<file path="src/fine_edge_pkg.sv">
// Constants and types shared by the fine edge configuration block.
package fine_edge_pkg;
  // ----------------------------------------------------------------------
  // Register indices (byte address is four times the index)
  // ----------------------------------------------------------------------
  localparam int IDX_W = 6;
  localparam logic [5:0] IDX_PHASE_FINE = 6'h02;
  localparam logic [5:0] IDX_COMPARE_A_COARSE_FINE = 6'h08;
  localparam logic [5:0] IDX_CONFIG = 6'h20;
  localparam logic [5:0] IDX_PERMIT = 6'h21;
  localparam logic [5:0] IDX_STATUS = 6'h22;
  // ----------------------------------------------------------------------
  // Field layout and reset values
  // ----------------------------------------------------------------------
  localparam int REG_W = 16;
  localparam int FINE_W = 8;
  localparam int FINE_LSB = 8;
  localparam int CFG_EDGE_LSB = 0;
  localparam int CFG_SRC_BIT = 2;
  localparam int CFG_LOAD_BIT = 3;
  localparam int PERMIT_BIT = 0;
  localparam int STS_ACTIVE_BIT = 0;
  localparam logic [7:0] FINE_RESET = 8'h00;
  localparam logic LOAD_ZERO = 1'b0;
  localparam logic LOAD_PERIOD = 1'b1;
  localparam logic SRC_DUTY = 1'b0;
  localparam logic SRC_PHASE = 1'b1;
  // ----------------------------------------------------------------------
  // Enumerations
  // ----------------------------------------------------------------------
  typedef enum logic [1:0] {
    EDGE_OFF = 2'h0,
    EDGE_RISE = 2'h1,
    EDGE_FALL = 2'h2,
    EDGE_BOTH = 2'h3
  } edge_sel_t;
  typedef enum logic [1:0] {
    BUS_IDLE = 2'h0,
    BUS_ACK = 2'h1
  } bus_state_t;
endpackage : fine_edge_pkg

</file>
<file path="src/fine_cfg_if.sv">
// Carrier between the register front end and the fine value engine.
`timescale 1ns/1ps
`default_nettype none
interface fine_cfg_if;
  fine_edge_pkg::edge_sel_t edge_sel;
  logic src_phase;
  logic load_period;
  logic [7:0] compare_a_coarse_shadow;
  logic [7:0] phase_fine;
  logic ctr_zero;
  logic ctr_period;
  logic [7:0] compare_a_coarse_active;
  logic [7:0] rise_steps;
  logic [7:0] fall_steps;
  logic hr_active;
  modport front (output edge_sel, src_phase, load_period, compare_a_coarse_shadow, phase_fine,
    ctr_zero, ctr_period, input compare_a_coarse_active, rise_steps, fall_steps, hr_active);
  modport engine (input edge_sel, src_phase, load_period, compare_a_coarse_shadow, phase_fine,
    ctr_zero, ctr_period, output compare_a_coarse_active, rise_steps, fall_steps, hr_active);
endinterface : fine_cfg_if
`default_nettype wire

</file>
<file path="src/fine_edge_engine.sv">
// Shadow load of the compare fine value and per-edge step selection.
`timescale 1ns/1ps
`default_nettype none
module fine_edge_engine (
  // Clock and reset
  input wire logic clk_i,
  input wire logic rst_i,
  // Configuration and results
  fine_cfg_if.engine cfg
);
  // ----------------------------------------------------------------------
  // Edge decoding
  // ----------------------------------------------------------------------
  function automatic logic edge_moved(input fine_edge_pkg::edge_sel_t sel, input logic rise);
    edge_moved = rise ? (sel == fine_edge_pkg::EDGE_RISE || sel == fine_edge_pkg::EDGE_BOTH)
                      : (sel == fine_edge_pkg::EDGE_FALL || sel == fine_edge_pkg::EDGE_BOTH);
  endfunction : edge_moved

  logic load_evt;
  logic [7:0] sel_val;

  // The period event counts only in duty control; phase control always loads on zero.
  assign load_evt = (cfg.src_phase == fine_edge_pkg::SRC_DUTY &&
                     cfg.load_period == fine_edge_pkg::LOAD_PERIOD) ? cfg.ctr_period
                                                                    : cfg.ctr_zero;
  assign sel_val = (cfg.src_phase == fine_edge_pkg::SRC_PHASE) ? cfg.phase_fine
                                                               : cfg.compare_a_coarse_active;

  always_ff @(posedge clk_i) begin
    if (rst_i) begin
      cfg.compare_a_coarse_active <= fine_edge_pkg::FINE_RESET;
    end else if (load_evt) begin
      cfg.compare_a_coarse_active <= cfg.compare_a_coarse_shadow;
    end
  end

  always_ff @(posedge clk_i) begin
    if (rst_i) begin
      cfg.rise_steps <= fine_edge_pkg::FINE_RESET;
      cfg.fall_steps <= fine_edge_pkg::FINE_RESET;
      cfg.hr_active <= 1'b0;
    end else begin
      cfg.rise_steps <= edge_moved(cfg.edge_sel, 1'b1) ? sel_val : '0;
      cfg.fall_steps <= edge_moved(cfg.edge_sel, 1'b0) ? sel_val : '0;
      cfg.hr_active <= (cfg.edge_sel != fine_edge_pkg::EDGE_OFF) && (sel_val != '0);
    end
  end

  // ----------------------------------------------------------------------
  // Assertions
  // ----------------------------------------------------------------------
  property p_load_on_zero;
    @(posedge clk_i) disable iff (rst_i)
    cfg.ctr_zero && !cfg.ctr_period && (cfg.src_phase || !cfg.load_period)
    |=> cfg.compare_a_coarse_active == $past(cfg.compare_a_coarse_shadow);
  endproperty
  a_load_on_zero: assert property (p_load_on_zero) else $error("zero load missed");

  property p_phase_ignores_select;
    @(posedge clk_i) disable iff (rst_i)
    cfg.src_phase && cfg.load_period && cfg.ctr_period && !cfg.ctr_zero
    |=> $stable(cfg.compare_a_coarse_active);
  endproperty
  a_phase_ignores_select: assert property (p_phase_ignores_select)
    else $error("period load in phase mode");

  property p_edge_off;
    @(posedge clk_i) disable iff (rst_i)
    cfg.edge_sel == fine_edge_pkg::EDGE_OFF |=> cfg.rise_steps == '0 && cfg.fall_steps == '0
      && !cfg.hr_active;
  endproperty
  a_edge_off: assert property (p_edge_off) else $error("fine delay while disabled");

  property p_rise_only;
    @(posedge clk_i) disable iff (rst_i)
    cfg.edge_sel == fine_edge_pkg::EDGE_RISE && cfg.src_phase
    |=> cfg.fall_steps == '0 && cfg.rise_steps == $past(cfg.phase_fine);
  endproperty
  a_rise_only: assert property (p_rise_only) else $error("rise-only edge wrong");

  property p_duty_source;
    @(posedge clk_i) disable iff (rst_i)
    cfg.edge_sel == fine_edge_pkg::EDGE_BOTH && !cfg.src_phase
    |=> cfg.fall_steps == $past(cfg.compare_a_coarse_active) && cfg.rise_steps == cfg.fall_steps;
  endproperty
  a_duty_source: assert property (p_duty_source) else $error("duty source wrong");

  c_period_load: cover property (@(posedge clk_i) disable iff (rst_i)
    !cfg.src_phase && cfg.load_period && cfg.ctr_period ##1 cfg.compare_a_coarse_active != '0);
endmodule : fine_edge_engine
`default_nettype wire

</file>
<file path="src/fine_edge_pwm_config.sv">
// Wishbone register front end of the fine edge extension for PWM channel A.
`timescale 1ns/1ps
`default_nettype none
module fine_edge_pwm_config (
  // Clock and reset
  input wire logic clk_i,
  input wire logic rst_i,
  // Wishbone slave
  input wire logic cyc_i,
  input wire logic stb_i,
  input wire logic we_i,
  input wire logic [7:0] adr_i,
  input wire logic [3:0] sel_i,
  input wire logic [31:0] dat_i,
  output logic [31:0] dat_o,
  output logic ack_o,
  // Time base events and coarse output
  input wire logic ctr_zero_i,
  input wire logic ctr_period_i,
  input wire logic coarse_a_i,
  // Micro edge positioner drive
  output logic chan_a_o,
  output logic [7:0] rise_steps_o,
  output logic [7:0] fall_steps_o,
  output logic hr_active_o
);
  fine_cfg_if cfg ();

  // ----------------------------------------------------------------------
  // Register state
  // ----------------------------------------------------------------------
  fine_edge_pkg::bus_state_t state;
  fine_edge_pkg::edge_sel_t edge_sel;
  logic src_phase;
  logic load_period;
  logic [7:0] compare_a_coarse_fine;
  logic [7:0] phase_fine;
  logic permit;
  logic [5:0] idx;
  logic wr_stb;
  logic [15:0] wmask;
  logic [15:0] next_cfg;

  assign idx = adr_i[7:2];
  assign wmask = {{8{sel_i[1]}}, {8{sel_i[0]}}};
  assign wr_stb = cyc_i && stb_i && we_i && ack_o;

  // ----------------------------------------------------------------------
  // Bus handshake
  // ----------------------------------------------------------------------
  // Ack comes one cycle after the request and falls in the cycle after.
  always_ff @(posedge clk_i) begin
    if (rst_i) begin
      state <= fine_edge_pkg::BUS_IDLE;
    end else begin
      case (state)
        fine_edge_pkg::BUS_IDLE: begin
          if (cyc_i && stb_i) begin
            state <= fine_edge_pkg::BUS_ACK;
          end
        end
        fine_edge_pkg::BUS_ACK: begin
          state <= fine_edge_pkg::BUS_IDLE;
        end
        default: begin
          state <= fine_edge_pkg::BUS_IDLE;
        end
      endcase
    end
  end

  assign ack_o = (state == fine_edge_pkg::BUS_ACK);

  // Read data is captured when the request is first seen.
  always_ff @(posedge clk_i) begin
    if (rst_i) begin
      dat_o <= '0;
    end else if (cyc_i && stb_i && !ack_o) begin
      dat_o <= '0;
      case (idx)
        fine_edge_pkg::IDX_PHASE_FINE: begin
          dat_o[fine_edge_pkg::FINE_LSB +: fine_edge_pkg::FINE_W] <= phase_fine;
        end
        fine_edge_pkg::IDX_COMPARE_A_COARSE_FINE: begin
          dat_o[fine_edge_pkg::FINE_LSB +: fine_edge_pkg::FINE_W] <= compare_a_coarse_fine;
        end
        fine_edge_pkg::IDX_CONFIG: begin
          dat_o[fine_edge_pkg::CFG_EDGE_LSB +: 2] <= edge_sel;
          dat_o[fine_edge_pkg::CFG_SRC_BIT] <= src_phase;
          dat_o[fine_edge_pkg::CFG_LOAD_BIT] <= load_period;
        end
        fine_edge_pkg::IDX_PERMIT: begin
          dat_o[fine_edge_pkg::PERMIT_BIT] <= permit;
        end
        fine_edge_pkg::IDX_STATUS: begin
          dat_o[fine_edge_pkg::STS_ACTIVE_BIT] <= cfg.hr_active;
          dat_o[fine_edge_pkg::FINE_LSB +: fine_edge_pkg::FINE_W] <= cfg.compare_a_coarse_active;
        end
        default: begin
          dat_o <= '0;
        end
      endcase
    end
  end

  // ----------------------------------------------------------------------
  // Register writes
  // ----------------------------------------------------------------------
  always_comb begin
    next_cfg = {12'h000, load_period, src_phase, edge_sel};
    next_cfg = (next_cfg & ~wmask) | (dat_i[15:0] & wmask);
  end

  // Configuration is protected: writes without the permit are dropped.
  always_ff @(posedge clk_i) begin
    if (rst_i) begin
      edge_sel <= fine_edge_pkg::EDGE_OFF;
      src_phase <= fine_edge_pkg::SRC_DUTY;
      load_period <= fine_edge_pkg::LOAD_ZERO;
    end else if (wr_stb && idx == fine_edge_pkg::IDX_CONFIG && permit) begin
      edge_sel <= fine_edge_pkg::edge_sel_t'(next_cfg[fine_edge_pkg::CFG_EDGE_LSB +: 2]);
      src_phase <= next_cfg[fine_edge_pkg::CFG_SRC_BIT];
      load_period <= next_cfg[fine_edge_pkg::CFG_LOAD_BIT];
    end
  end

  always_ff @(posedge clk_i) begin
    if (rst_i) begin
      permit <= 1'b0;
    end else if (wr_stb && idx == fine_edge_pkg::IDX_PERMIT && sel_i[0]) begin
      permit <= dat_i[fine_edge_pkg::PERMIT_BIT];
    end
  end

  // Only the high byte is stored; the low byte is not held at all.
  always_ff @(posedge clk_i) begin
    if (rst_i) begin
      compare_a_coarse_fine <= fine_edge_pkg::FINE_RESET;
      phase_fine <= fine_edge_pkg::FINE_RESET;
    end else if (wr_stb && sel_i[1]) begin
      if (idx == fine_edge_pkg::IDX_COMPARE_A_COARSE_FINE) begin
        compare_a_coarse_fine <= dat_i[fine_edge_pkg::FINE_LSB +: fine_edge_pkg::FINE_W];
      end
      if (idx == fine_edge_pkg::IDX_PHASE_FINE) begin
        phase_fine <= dat_i[fine_edge_pkg::FINE_LSB +: fine_edge_pkg::FINE_W];
      end
    end
  end

  // ----------------------------------------------------------------------
  // Engine and outputs
  // ----------------------------------------------------------------------
  assign cfg.edge_sel = edge_sel;
  assign cfg.src_phase = src_phase;
  assign cfg.load_period = load_period;
  assign cfg.compare_a_coarse_shadow = compare_a_coarse_fine;
  assign cfg.phase_fine = phase_fine;
  assign cfg.ctr_zero = ctr_zero_i;
  assign cfg.ctr_period = ctr_period_i;

  fine_edge_engine u_engine (
    .clk_i(clk_i),
    .rst_i(rst_i),
    .cfg(cfg)
  );

  // The coarse edge is retimed only; any fine delay is added downstream.
  always_ff @(posedge clk_i) begin
    if (rst_i) begin
      chan_a_o <= 1'b0;
    end else begin
      chan_a_o <= coarse_a_i;
    end
  end

  assign rise_steps_o = cfg.rise_steps;
  assign fall_steps_o = cfg.fall_steps;
  assign hr_active_o = cfg.hr_active;

  // ----------------------------------------------------------------------
  // Assertions
  // ----------------------------------------------------------------------
  property p_protect;
    @(posedge clk_i) disable iff (rst_i)
    wr_stb && idx == fine_edge_pkg::IDX_CONFIG && !permit
    |=> $stable(edge_sel) && $stable(src_phase) && $stable(load_period);
  endproperty
  a_protect: assert property (p_protect) else $error("protected write accepted");

  property p_permitted_write;
    @(posedge clk_i) disable iff (rst_i)
    wr_stb && idx == fine_edge_pkg::IDX_CONFIG && permit && sel_i[0]
    |=> edge_sel == $past(dat_i[1:0]) && load_period == $past(dat_i[3]);
  endproperty
  a_permitted_write: assert property (p_permitted_write)
    else $error("permitted write lost");

  property p_low_byte_zero;
    @(posedge clk_i) disable iff (rst_i)
    ack_o && (idx == fine_edge_pkg::IDX_COMPARE_A_COARSE_FINE || idx == fine_edge_pkg::IDX_PHASE_FINE)
    |-> dat_o[7:0] == 8'h00;
  endproperty
  a_low_byte_zero: assert property (p_low_byte_zero) else $error("low byte not zero");

  property p_fine_write;
    @(posedge clk_i) disable iff (rst_i)
    wr_stb && sel_i[1] && idx == fine_edge_pkg::IDX_COMPARE_A_COARSE_FINE
    |=> compare_a_coarse_fine == $past(dat_i[15:8]) ##1 1'b1;
  endproperty
  a_fine_write: assert property (p_fine_write) else $error("fine value not stored");

  property p_coarse_pass;
    @(posedge clk_i) disable iff (rst_i)
    edge_sel == fine_edge_pkg::EDGE_OFF ##1 1'b1
    |-> chan_a_o == $past(coarse_a_i) && rise_steps_o == '0 && fall_steps_o == '0;
  endproperty
  a_coarse_pass: assert property (p_coarse_pass) else $error("coarse edge altered");

  property p_ack_single;
    @(posedge clk_i) disable iff (rst_i)
    cyc_i && stb_i && !ack_o |=> ack_o ##1 !ack_o;
  endproperty
  a_ack_single: assert property (p_ack_single) else $error("ack timing wrong");

  c_protect_drop: cover property (@(posedge clk_i) disable iff (rst_i)
    wr_stb && idx == fine_edge_pkg::IDX_CONFIG && !permit);
  c_hr_active: cover property (@(posedge clk_i) disable iff (rst_i) hr_active_o);
  c_phase_mode: cover property (@(posedge clk_i) disable iff (rst_i)
    src_phase && rise_steps_o != '0);
endmodule : fine_edge_pwm_config
`default_nettype wire

</file>
<file path="config.mk">
export PLATFORM = sky130hd
export DESIGN_NAME = fine_edge_pwm_config
export DESIGN_NICKNAME = d
export VERILOG_FILES = /design/src/fine_edge_pkg.sv /design/src/fine_cfg_if.sv /design/src/fine_edge_engine.sv /design/src/fine_edge_pwm_config.sv
export SDC_FILE = /design/constraint.sdc
export NUM_CORES = 1
export LEC_CHECK = 0
export ABC_AREA = 1
export BUFFER_PORTS_ARGS = -buffer_cell sky130_fd_sc_hd__clkbuf_2
export CAP_MARGIN = 20
export CELL_PAD_IN_SITES_DETAIL_PLACEMENT = 0
export CELL_PAD_IN_SITES_GLOBAL_PLACEMENT = 1
export CORE_UTILIZATION = 35
export DETAILED_ROUTE_END_ITERATION = 12
export PLACE_DENSITY = 0.78
export SLEW_MARGIN = 25
export SYNTH_ARGS = -nofsm -noshare
export SYNTH_HDL_FRONTEND = slang
export SYNTH_SLANG_ARGS = --single-unit
export TNS_END_PERCENT = 20
</file>
<file path="constraint.sdc">
create_clock -name clk_i -period 3.6 [get_ports clk_i]
set_clock_uncertainty 0.2 [all_clocks]
set_input_delay 0.18 -clock clk_i [delete_from_list [all_inputs] [get_ports clk_i]]
set_output_delay 0.18 -clock clk_i [all_outputs]
set_load 0.01 [all_outputs]
</file>
==> impl_metrics.yaml, run 1 <==
run_status:
  status: "completed"
finish:
  antenna_cells: 0
  nNetsFinal: 455
  final_util_pct: 44.3
  final_cell_area_um2: 3190
  area_delta_synth_final_pct: 22.3
  final_layout_size_suffix_gt1_share_pct: 23.3
  layout.cells.non_filler: 506
  nFillCells: 773
pwr:
  p_comb_share_pct: 8.2
  power.density_nw_per_um2: 408
  p_leak_nw: 1.43
  internal_power_mw: 0.991
  power.total_mw: 1.30
  clkPwrFrac_pct: 39.9
  switching_share_pct: 23.9
  pwr-share-seq_pct: 51.9
  peakVddDrop_v: 0.000151
  switchingPower_mw: 0.312
detailed_routing:
  wl_um: 6090
  drt-vias-per-instance: 4.61
  firstDrtPassIters: 4
  ant_nets: 0
  initialDrtViolationCount: 129
  vias: 2335
  drc: 0
  wl_per_cell_um: 12.0
floorplan:
  num_rows: 31
  die_w_um: 88.4
  start_util_pct: 36.2
  ioPinCount: 103
  dieArea_um2: 7810
  core_um2: 7210
  die_y_um: 88.4
synth:
  yosys_warnings: 0
  syn_area_um2: 2610
  yosysTopAreaCellShare_pct: 46.0
  ys_seq_elements: 60
  syn_area_per_cell_um2: 7.84
  yosys.area.top_type: "dfxtp_1"
  ys_top_cells_by_count: "dfxtp_1 (60), nor2_1 (47), nand2_1 (30), a21oi_1 (28), o21ai_0 (26)"
  yosysUniqueCellTypes: 26
  synthArstFlopShare_pct: 0
  syn_inst: 333
  synth_edf_count: 0
  ys_seq_area_share_pct: 46.0
  synthTopCellsByArea: "dfxtp_1 (46%), nor2_1 (6.8%), buf_4 (6.0%), a21oi_1 (5.4%), o21ai_0 (5.0%)"
  synth_most_common_cell: "dfxtp_1"
  dominantRegCellSynth: "dfxtp_1"
global_route:
  grt_max_degree: 35
  grt_overflow_total: 0
  grtUsageTotal_pct: 16.2
  antenna_found_initial: 0
  grt_pass1_wl_um: 9590
  grt_pass1_vias: 2016
worst_setup_path:
  cp-end-kind: "flip-flop"
  start_kind: "input port"
  path_class: "input port to flip-flop"
  cp_max_fo: 34
  cp.arrival_ns: 2.29
  r2r_slack_ns: 1.50
  required_ns: 3.66
sta:
  fin_ws_ns: 1.36
  worst_slew_pin_slew_ns: 0.915
  period_minus_slack_ns: 2.24
  min_period_over_period_pct: 62.1
  fin_setup_tns_ns: 0
  timing_hold_violations_final: 0
  finalSetupViolCount: 0
  hold_slack_ns: 0.0782
  fmax_mhz: 447
  drv_slew: 0
  max-slew-margin-rel_pct: 38.9
  rsz0062_at_grt: "false"
clocking:
  cts_root_buf: "clkbuf_8"
  cts.htree.levels: 3
  cts_tree: "done"
  clk_latency_ns: 0.33
  clk_path_buf_depth: 2
  cts_buffers: 9
  clk_pin_slew_worst_paths_ns: 0.06
  cts.sinks: 60
placed_design:
  hpwl_um: 4370
  port_buffers: 58
  place.gp.congestion: 0.777
  placed_cell_area_um2: 2860
  dpl.cell_count: 475
  place_ws_ns: 1.52
hold_path:
  min_path_type: "input port to flip-flop"
run:
  maxCapViolations: 0
[power groups by stage]
stage / Clock (mW) / Combinational [mW] / Sequential, mW
floorplan: 0 / 0.0787 / 0.691
global placement: 0 / 0.0939 / 0.690
detailed placement: 0 / 0.0944 / 0.690
CTS: 0.532 / 0.107 / 0.676
global route: 0.565 / 0.121 / 0.676
finish: 0.520 / 0.107 / 0.676
[state kept, by name (all words and copies together) (netlist names), named ones only]
register and count:
chan_a_o 1, state 1, cfg.compare_a_coarse_shadow 8, cfg.phase_fine 8, u_engine.cfg.hr_active 1, dat_o 12, permit 1, u_engine.cfg.rise_steps 8
u_engine.cfg.fall_steps 8, u_engine.cfg.compare_a_coarse_active 8
[worst paths after layout]
path / start / endpoint / cells after the start
worst min-delay path: sel_i[0] / permit / 5
worst max-delay path: rst_i / u_engine.cfg.hr_active / 5
worst min register to register: dat_o[9] / dat_o[9] / 2
worst max register to register: state[0] / dat_o[2] / 5
[layer usage]
| layer | track usage (%) | up-vias | routed length [um] |
|---|---|---|---|
| li1 | - | 1204 | - |
| met1 | 21.2 | 1056 | 2900 |
| met2 | 24.0 | 67 | 2790 |
| met3 | 5.50 | 8 | 289 |
| met4 | 7.77 | 0 | 110 |
| met5 | 0 | - | 0 |
[final cells by class]
type	count	area [um^2]	area share [%]
multi-input combinational	228	1140	35.6
sequential	60	1200	37.6
tap	99	124	3.88
timing repair buffer	74	450	14.1
inverter	30	113	3.53
clock buffer	13	159	4.98
clock inverter	2	10.0	0.313
[worst max-delay path, stage by stage]
cell and delay (ns):
dlygate4sd3_1 0.53, clkbuf_2 0.20, inv_1 0.71, nand2_1 0.42, a21oi_1 0.24
[what timing repair did]
| item | in CTS | in global routing |
|---|---|---|
| gates resized for setup | 0 | 0 |
| hold endpoints to repair | 31 | 0 |
| hold buffers | 16 | 0 |
| buffers inserted | 0 | 0 |
[logic make-up after synthesis]
kind of cell	count (synthesis)	synth area share, %
AO/OA/AOI/OAI	74	14.8
buffers and inverters	64	13.2
flip-flops	60	46.0
other	1	0.144
AND/OR/NAND/NOR	134	25.9
[cell usage in the layout, fill, tap and decap left out]
cell and instances:
nor2_1 47, nand2_2 2, clkbuf_2 58, o21ai_1 16, dfxtp_1 60, inv_1 24
clkbuf_8 11, dlygate4sd3_1 16, nor2_4 3, inv_2 6, or2_1 1, nand2_1 30
or2_2 3, nor3_1 2, clkinv_2 2, clkbuf_1 2, conb_1 20, nor2_2 2
nand2_4 1, o21ai_0 26, nand3_1 21, a21oi_1 28, nand3_4 1, a21oi_2 4
nor2_8 2, nand4_1 19
Power figures use the tool's default switching activity.
==> run 2, diff against run 1 <==
--- a/config.mk
+++ b/config.mk
@@ -5,14 +5,14 @@
 export SDC_FILE = /design/constraint.sdc
 export NUM_CORES = 1
 export LEC_CHECK = 0
-export ABC_AREA = 1
+export ABC_AREA = 0
 export BUFFER_PORTS_ARGS = -buffer_cell sky130_fd_sc_hd__clkbuf_2
 export CAP_MARGIN = 20
 export CELL_PAD_IN_SITES_DETAIL_PLACEMENT = 0
 export CELL_PAD_IN_SITES_GLOBAL_PLACEMENT = 1
-export CORE_UTILIZATION = 35
+export CORE_UTILIZATION = 32
 export DETAILED_ROUTE_END_ITERATION = 12
-export PLACE_DENSITY = 0.78
+export PLACE_DENSITY = 0.73
 export SLEW_MARGIN = 25
 export SYNTH_ARGS = -nofsm -noshare
 export SYNTH_HDL_FRONTEND = slang
==> constraint.sdc (replaced) <==
create_clock -name clk_i -period 1.95 [get_ports clk_i]
set_clock_uncertainty 0.2 [all_clocks]
set_input_delay 0.0975 -clock clk_i [delete_from_list [all_inputs] [get_ports clk_i]]
set_output_delay 0.0975 -clock clk_i [all_outputs]
set_load 0.01 [all_outputs]
==> impl_metrics.yaml, run 2 <==
synth:
  synthArstFlopShare_pct: 0
  dominantRegCellSynth: "dfxtp_1"
  syn_area_per_cell_um2: 9.91
  yosysUniqueCellTypes: 32
  ys_seq_elements: 60
  ys_top_cells_by_count: "dfxtp_1 (60), nor2_1 (48), mux2i_1 (35), buf_4 (21)"
  synth_most_common_cell: "dfxtp_1"
  yosysTopAreaCellShare_pct: 47.5
  yosys.area.top_type: "dfxtp_1"
  synthTopCellsByArea: "dfxtp_1 (48%), mux2i_1 (14%), nor2_1 (7.1%), buf_4 (6.2%), mux2_2 (3.6%)"
  syn_inst: 255
  ys_seq_area_share_pct: 47.5
  synth_edf_count: 0
  yosys_warnings: 0
  syn_area_um2: 2530
worst_setup_path:
  required_ns: 1.96
  cp_common_cell: "and4_1"
  path_class: "input port to flip-flop"
  cp-startpoint: "cyc_i"
  critPathSlowestCell: "dlygate4sd3_1"
  critPathMaxStageDelay_ns: 0.52
  critPathBufInv: 3
  r2r_slack_ns: 0.35
  crit_cells: 7
  critPathCapture: "cfg.phase_fine[6]"
  r2r_cells: 5
  reg2reg_from: "state[0]"
  cp_max_fo: 8
  cp.arrival_ns: 1.64
  r2r_end: "cfg.phase_fine[6]"
  cp_cell_sequence: "dlygate4sd3_1 -> clkbuf_2 -> and4_1 -> and4_1 -> buf_4 -> mux2i_1 -> nor2_1"
  cp-end-kind: "flip-flop"
  start_kind: "input port"
  cp_top_family: "buffers and inverters"
global_route:
  antenna_found_initial: 0
  grt_pass1_wl_um: 9230
  grtUsageTotal_pct: 14.2
  grt_max_degree: 31
  grt_overflow_total: 0
  grt_pass1_vias: 1908
pwr:
  p_leak_nw: 1.43
  peakVddDrop_v: 0.000262
  power.total_mw: 2.41
  power.density_nw_per_um2: 741
floorplan:
  dieArea_um2: 8260
  die_y_um: 90.9
  core_um2: 7690
  start_util_pct: 32.9
  ioPinCount: 103
  num_rows: 32
  die_w_um: 90.9
clocking:
  cts.sinks: 60
  clk_pin_slew_worst_paths_ns: 0.06
  cts.htree.levels: 3
  clk_path_buf_depth: 2
  cts_tree: "done"
  clk_latency_ns: 0.33
  cts_root_buf: "clkbuf_8"
  cts_buffers: 9
sta:
  fin_setup_tns_ns: 0
  rsz0062_at_grt: "false"
  max-slew-margin-rel_pct: 55.3
  hold_slack_ns: 0.0619
  finalSetupViolCount: 0
  fin_ws_ns: 0.318
  fmax_mhz: 613
  worst_slew_pin_slew_ns: 0.667
  min_period_over_period_pct: 83.7
  drv_slew: 0
  timing_hold_violations_final: 0
  period_minus_slack_ns: 1.63
detailed_routing:
  initialDrtViolationCount: 81
  wl_per_cell_um: 12.3
  firstDrtPassIters: 4
  drc: 0
  drt-vias-per-instance: 4.51
  wl_um: 5460
  vias: 2003
  ant_nets: 0
placed_design:
  place_ws_ns: 0.126
  dpl.cell_count: 412
  placed_cell_area_um2: 2880
  hpwl_um: 4090
  place.gp.congestion: 0.774
  port_buffers: 58
run_status:
  status: "completed"
run:
  maxCapViolations: 0
finish:
  top_register: "dat_o"
  final_cell_area_um2: 3250
  layout.cells.non_filler: 444
  layout_commonest_cell: "dfxtp_1"
  final_layout_size_suffix_gt1_share_pct: 27.8
  area_delta_synth_final_pct: 28.6
  largest_register_ffs: 12
  mostFrequentLayoutCells: "dfxtp_1 (60), clkbuf_2 (58), nor2_1 (48)"
  final_util_pct: 42.3
  antenna_cells: 0
  nNetsFinal: 392
hold_path:
  min_path_type: "input port to flip-flop"
  worstHoldStart: "adr_i[2]"
[run 2: cell families (layout without fill, tap and decap cells)]
logic type,Yosys count,in the layout,synth area share [%]
and+or+nand+nor,92,92,19.3
DFF,60,60,47.5
muxes,44,44,18.0
buffers and inverters,31,99,7.97
AOI/OAI and AO/OA,27,27,7.13
other,1,20,0.148
[run 2: per-layer routing]
| metal | track usage, % | vias to the layer above | share of wire, % |
|---|---|---|---|
| met5 | 0 | - | 0 |
| met4 | 7.94 | 0 | 2.3 |
| met3 | 2.95 | 10 | 3.2 |
| met2 | 22.3 | 45 | 46 |
| met1 | 18.2 | 928 | 48 |
| li1 | - | 1020 | - |
[run 2: area by class of cell]
type | count | area, um^2
multi-input combinational | 183 | 1200
clock inverter | 3 | 40.0
fill | 790 | 4440
sequential | 60 | 1200
timing repair buffer | 86 | 548
tap | 102 | 128
clock buffer | 10 | 138
[run 2: repair_timing]
item | in CTS | in global routing
resized for setup | 0 | 0
hold buffers | 19 | 0
setup buffers | 0 | 0
endpoints found under the hold margin | 24 | 0
[run 2: worst register-to-register path: cells and delay by family (launching register included)]
family / cells / cell delay (ns)
and+or+nand+nor: 3 / 0.51
DFF: 1 / 0.38
muxes: 1 / 0.20
buffers and inverters: 1 / 0.19
[run 2: how the worst min path moves through the flow]
| stage | cells past startpoint | slack, ns | endpoint |
|---|---|---|---|
| after detailed placement | 2 | 0.12 | chan_a_o |
| after global routing | 5 | 0.07 | permit |
| after global placement | 2 | 0.10 | chan_a_o |
| after floorplan | 1 | 0.03 | chan_a_o |
| final | 5 | 0.06 | permit |
| after CTS | 5 | 0.04 | permit |
[run 2: report_power, final]
part           switching (mW)  internal [mW]
Clock                   0.427          0.598
Sequential            0.00179           1.23
Combinational          0.0832         0.0706
Total                   0.512           1.90
==> run 3, diff against run 2 <==
==> constraint.sdc (replaced) <==
create_clock -name clk_i -period 1.4 [get_ports clk_i]
set_clock_uncertainty 0.2 [all_clocks]
set_input_delay 0.07 -clock clk_i [delete_from_list [all_inputs] [get_ports clk_i]]
set_output_delay 0.07 -clock clk_i [all_outputs]
set_load 0.01 [all_outputs]
==> impl_metrics.yaml, run 3 (synthesized netlist as in run 2, its figures left out) <==
run_status:
  status: "finished, violations left"
  violations: "setup timing"
clocking:
  clk_pin_slew_worst_paths_ns: 0.06
  clk_latency_ns: 0.33
  cts_root_buf: "clkbuf_8"
  cts_buffers: 9
  cts.sinks: 60
  post_cts_buffers: 0
  cts_tree: "done"
  clk_path_buf_depth: 2
  cts.htree.levels: 3
floorplan:
  ioPinCount: 103
  dieArea_um2: 8260
  num_rows: 32
  die_w_um: 90.9
  start_util_pct: 32.9
  core_um2: 7690
  die_y_um: 90.9
detailed_routing:
  drc: 0
  firstDrtPassIters: 4
  wl_um: 5870
  drt-vias-per-instance: 4.54
  initialDrtViolationCount: 95
  ant_nets: 0
  vias: 2075
  wl_per_cell_um: 12.8
placed_design:
  place.gp.congestion: 0.781
  placed_cell_area_um2: 3030
  place_ws_ns: -0.209
  hpwl_um: 4260
  port_buffers: 58
  dpl.cell_count: 424
pwr:
  power.density_nw_per_um2: 1030
  peakVddDrop_v: 0.000366
  power.total_mw: 3.54
  p_leak_nw: 1.51
sta:
  hold_slack_ns: 0.00231
  drv_slew: 0
  fin_setup_tns_ns: -1.29
  fmax_mhz: 662
  rsz0062_at_grt: "true"
  fin_ws_ns: -0.111
  finalSetupViolCount: 18
  period_minus_slack_ns: 1.51
  timing_hold_violations_final: 0
  min_period_over_period_pct: 108
finish:
  largest_register_ffs: 12
  ff_latch_area_um2: 1200
  top_register: "dat_o"
  area_delta_synth_final_pct: 35.6
  mostFrequentLayoutCells: "dfxtp_1 (58), clkbuf_2 (58), nor2_1 (46)"
  nFillCells: 781
  antenna_cells: 0
  final_cell_area_um2: 3430
  nNetsFinal: 403
  final_layout_size_suffix_gt1_share_pct: 32.4
  final_util_pct: 44.6
  multi_input_area_um2: 1240
  layout.cells.non_filler: 457
worst_setup_path:
  critPathBufInv: 1
  cp_common_cell: "and4_4"
  r2r_end: "cfg.phase_fine[2]"
  crit_cells: 5
  start_kind: "flip-flop"
  path_class: "flip-flop to flip-flop"
  cp-startpoint: "state[0]"
  r2r_slack_ns: -0.11
  required_ns: 1.41
  cp.arrival_ns: 1.52
  critPathSlowestCell: "dfxtp_2"
  cp_top_family: "simple AND/OR/NAND/NOR gates"
  critPathMaxStageDelay_ns: 0.35
  r2r_cells: 5
  cp_max_fo: 8
  cp_cell_sequence: "and4_4 -> and4_4 -> buf_12 -> mux2i_1 -> nor2_1"
  critPathCapture: "cfg.phase_fine[2]"
  cp-end-kind: "flip-flop"
  reg2reg_from: "state[0]"
global_route:
  grt_max_degree: 25
  grt_pass1_wl_um: 9840
  grt_overflow_total: 0
  grt_pass1_vias: 1996
  antenna_found_initial: 0
  grtUsageTotal_pct: 15.2
hold_path:
  min_path_type: "input port to flip-flop"
run:
  maxCapViolations: 0
==> run 3: power by group <==
group / leakage, nW / internal [mW] / switching (mW)
logic: 0.928 / 0.118 / 0.131
clock network: 0.103 / 0.960 / 0.619
registers: 0.484 / 1.71 / 0.00242
==> run 3: worst min path at each step <==
stage	from	endpoint	slack, ns	depth (start not counted)
final	rst_i	dat_o[11]	0.002	3
after floorplan	coarse_a_i	chan_a_o	-0.002	1
after global routing	rst_i	dat_o[12]	0.01	3
after detailed placement	coarse_a_i	chan_a_o	0.09	2
after global placement	coarse_a_i	chan_a_o	0.09	2
after CTS	rst_i	dat_o[10]	0.0004	3
==> run 3: what timing repair did <==
action	CTS	global route
setup endpoints to repair	36	37
resized for setup	2	5
hold endpoints to repair	27	0
hold buffers	18	0
pin swaps	4	7
==> run 3: cell type report <==
type,instances,share of cell area [%]
Multi-Input combinational cell,183,36.1
Sequential cell,60,35.1
Timing Repair Buffer,97,19.1
Clock buffer,14,5.04
Tap cell,102,3.72
Clock inverter,1,0.876
==> run 3: layer usage <==
| metal | vias up | part of all wire [%] | track usage, % |
|---|---|---|---|
| met2 | 54 | 46 | 24.1 |
| met3 | 6 | 3.8 | 2.78 |
| met4 | 0 | 1.2 | 7.14 |
| met5 | - | 0 | 0 |
| met1 | 966 | 49 | 19.9 |
| li1 | 1049 | - | - |
==> run 3: worst register-to-register path, delay by kind of cell (launching register included) <==
kind / cells / cell delay [ns]
simple gates: 3 / 0.54
mux: 1 / 0.18
flops: 1 / 0.35
buf+inv: 1 / 0.13
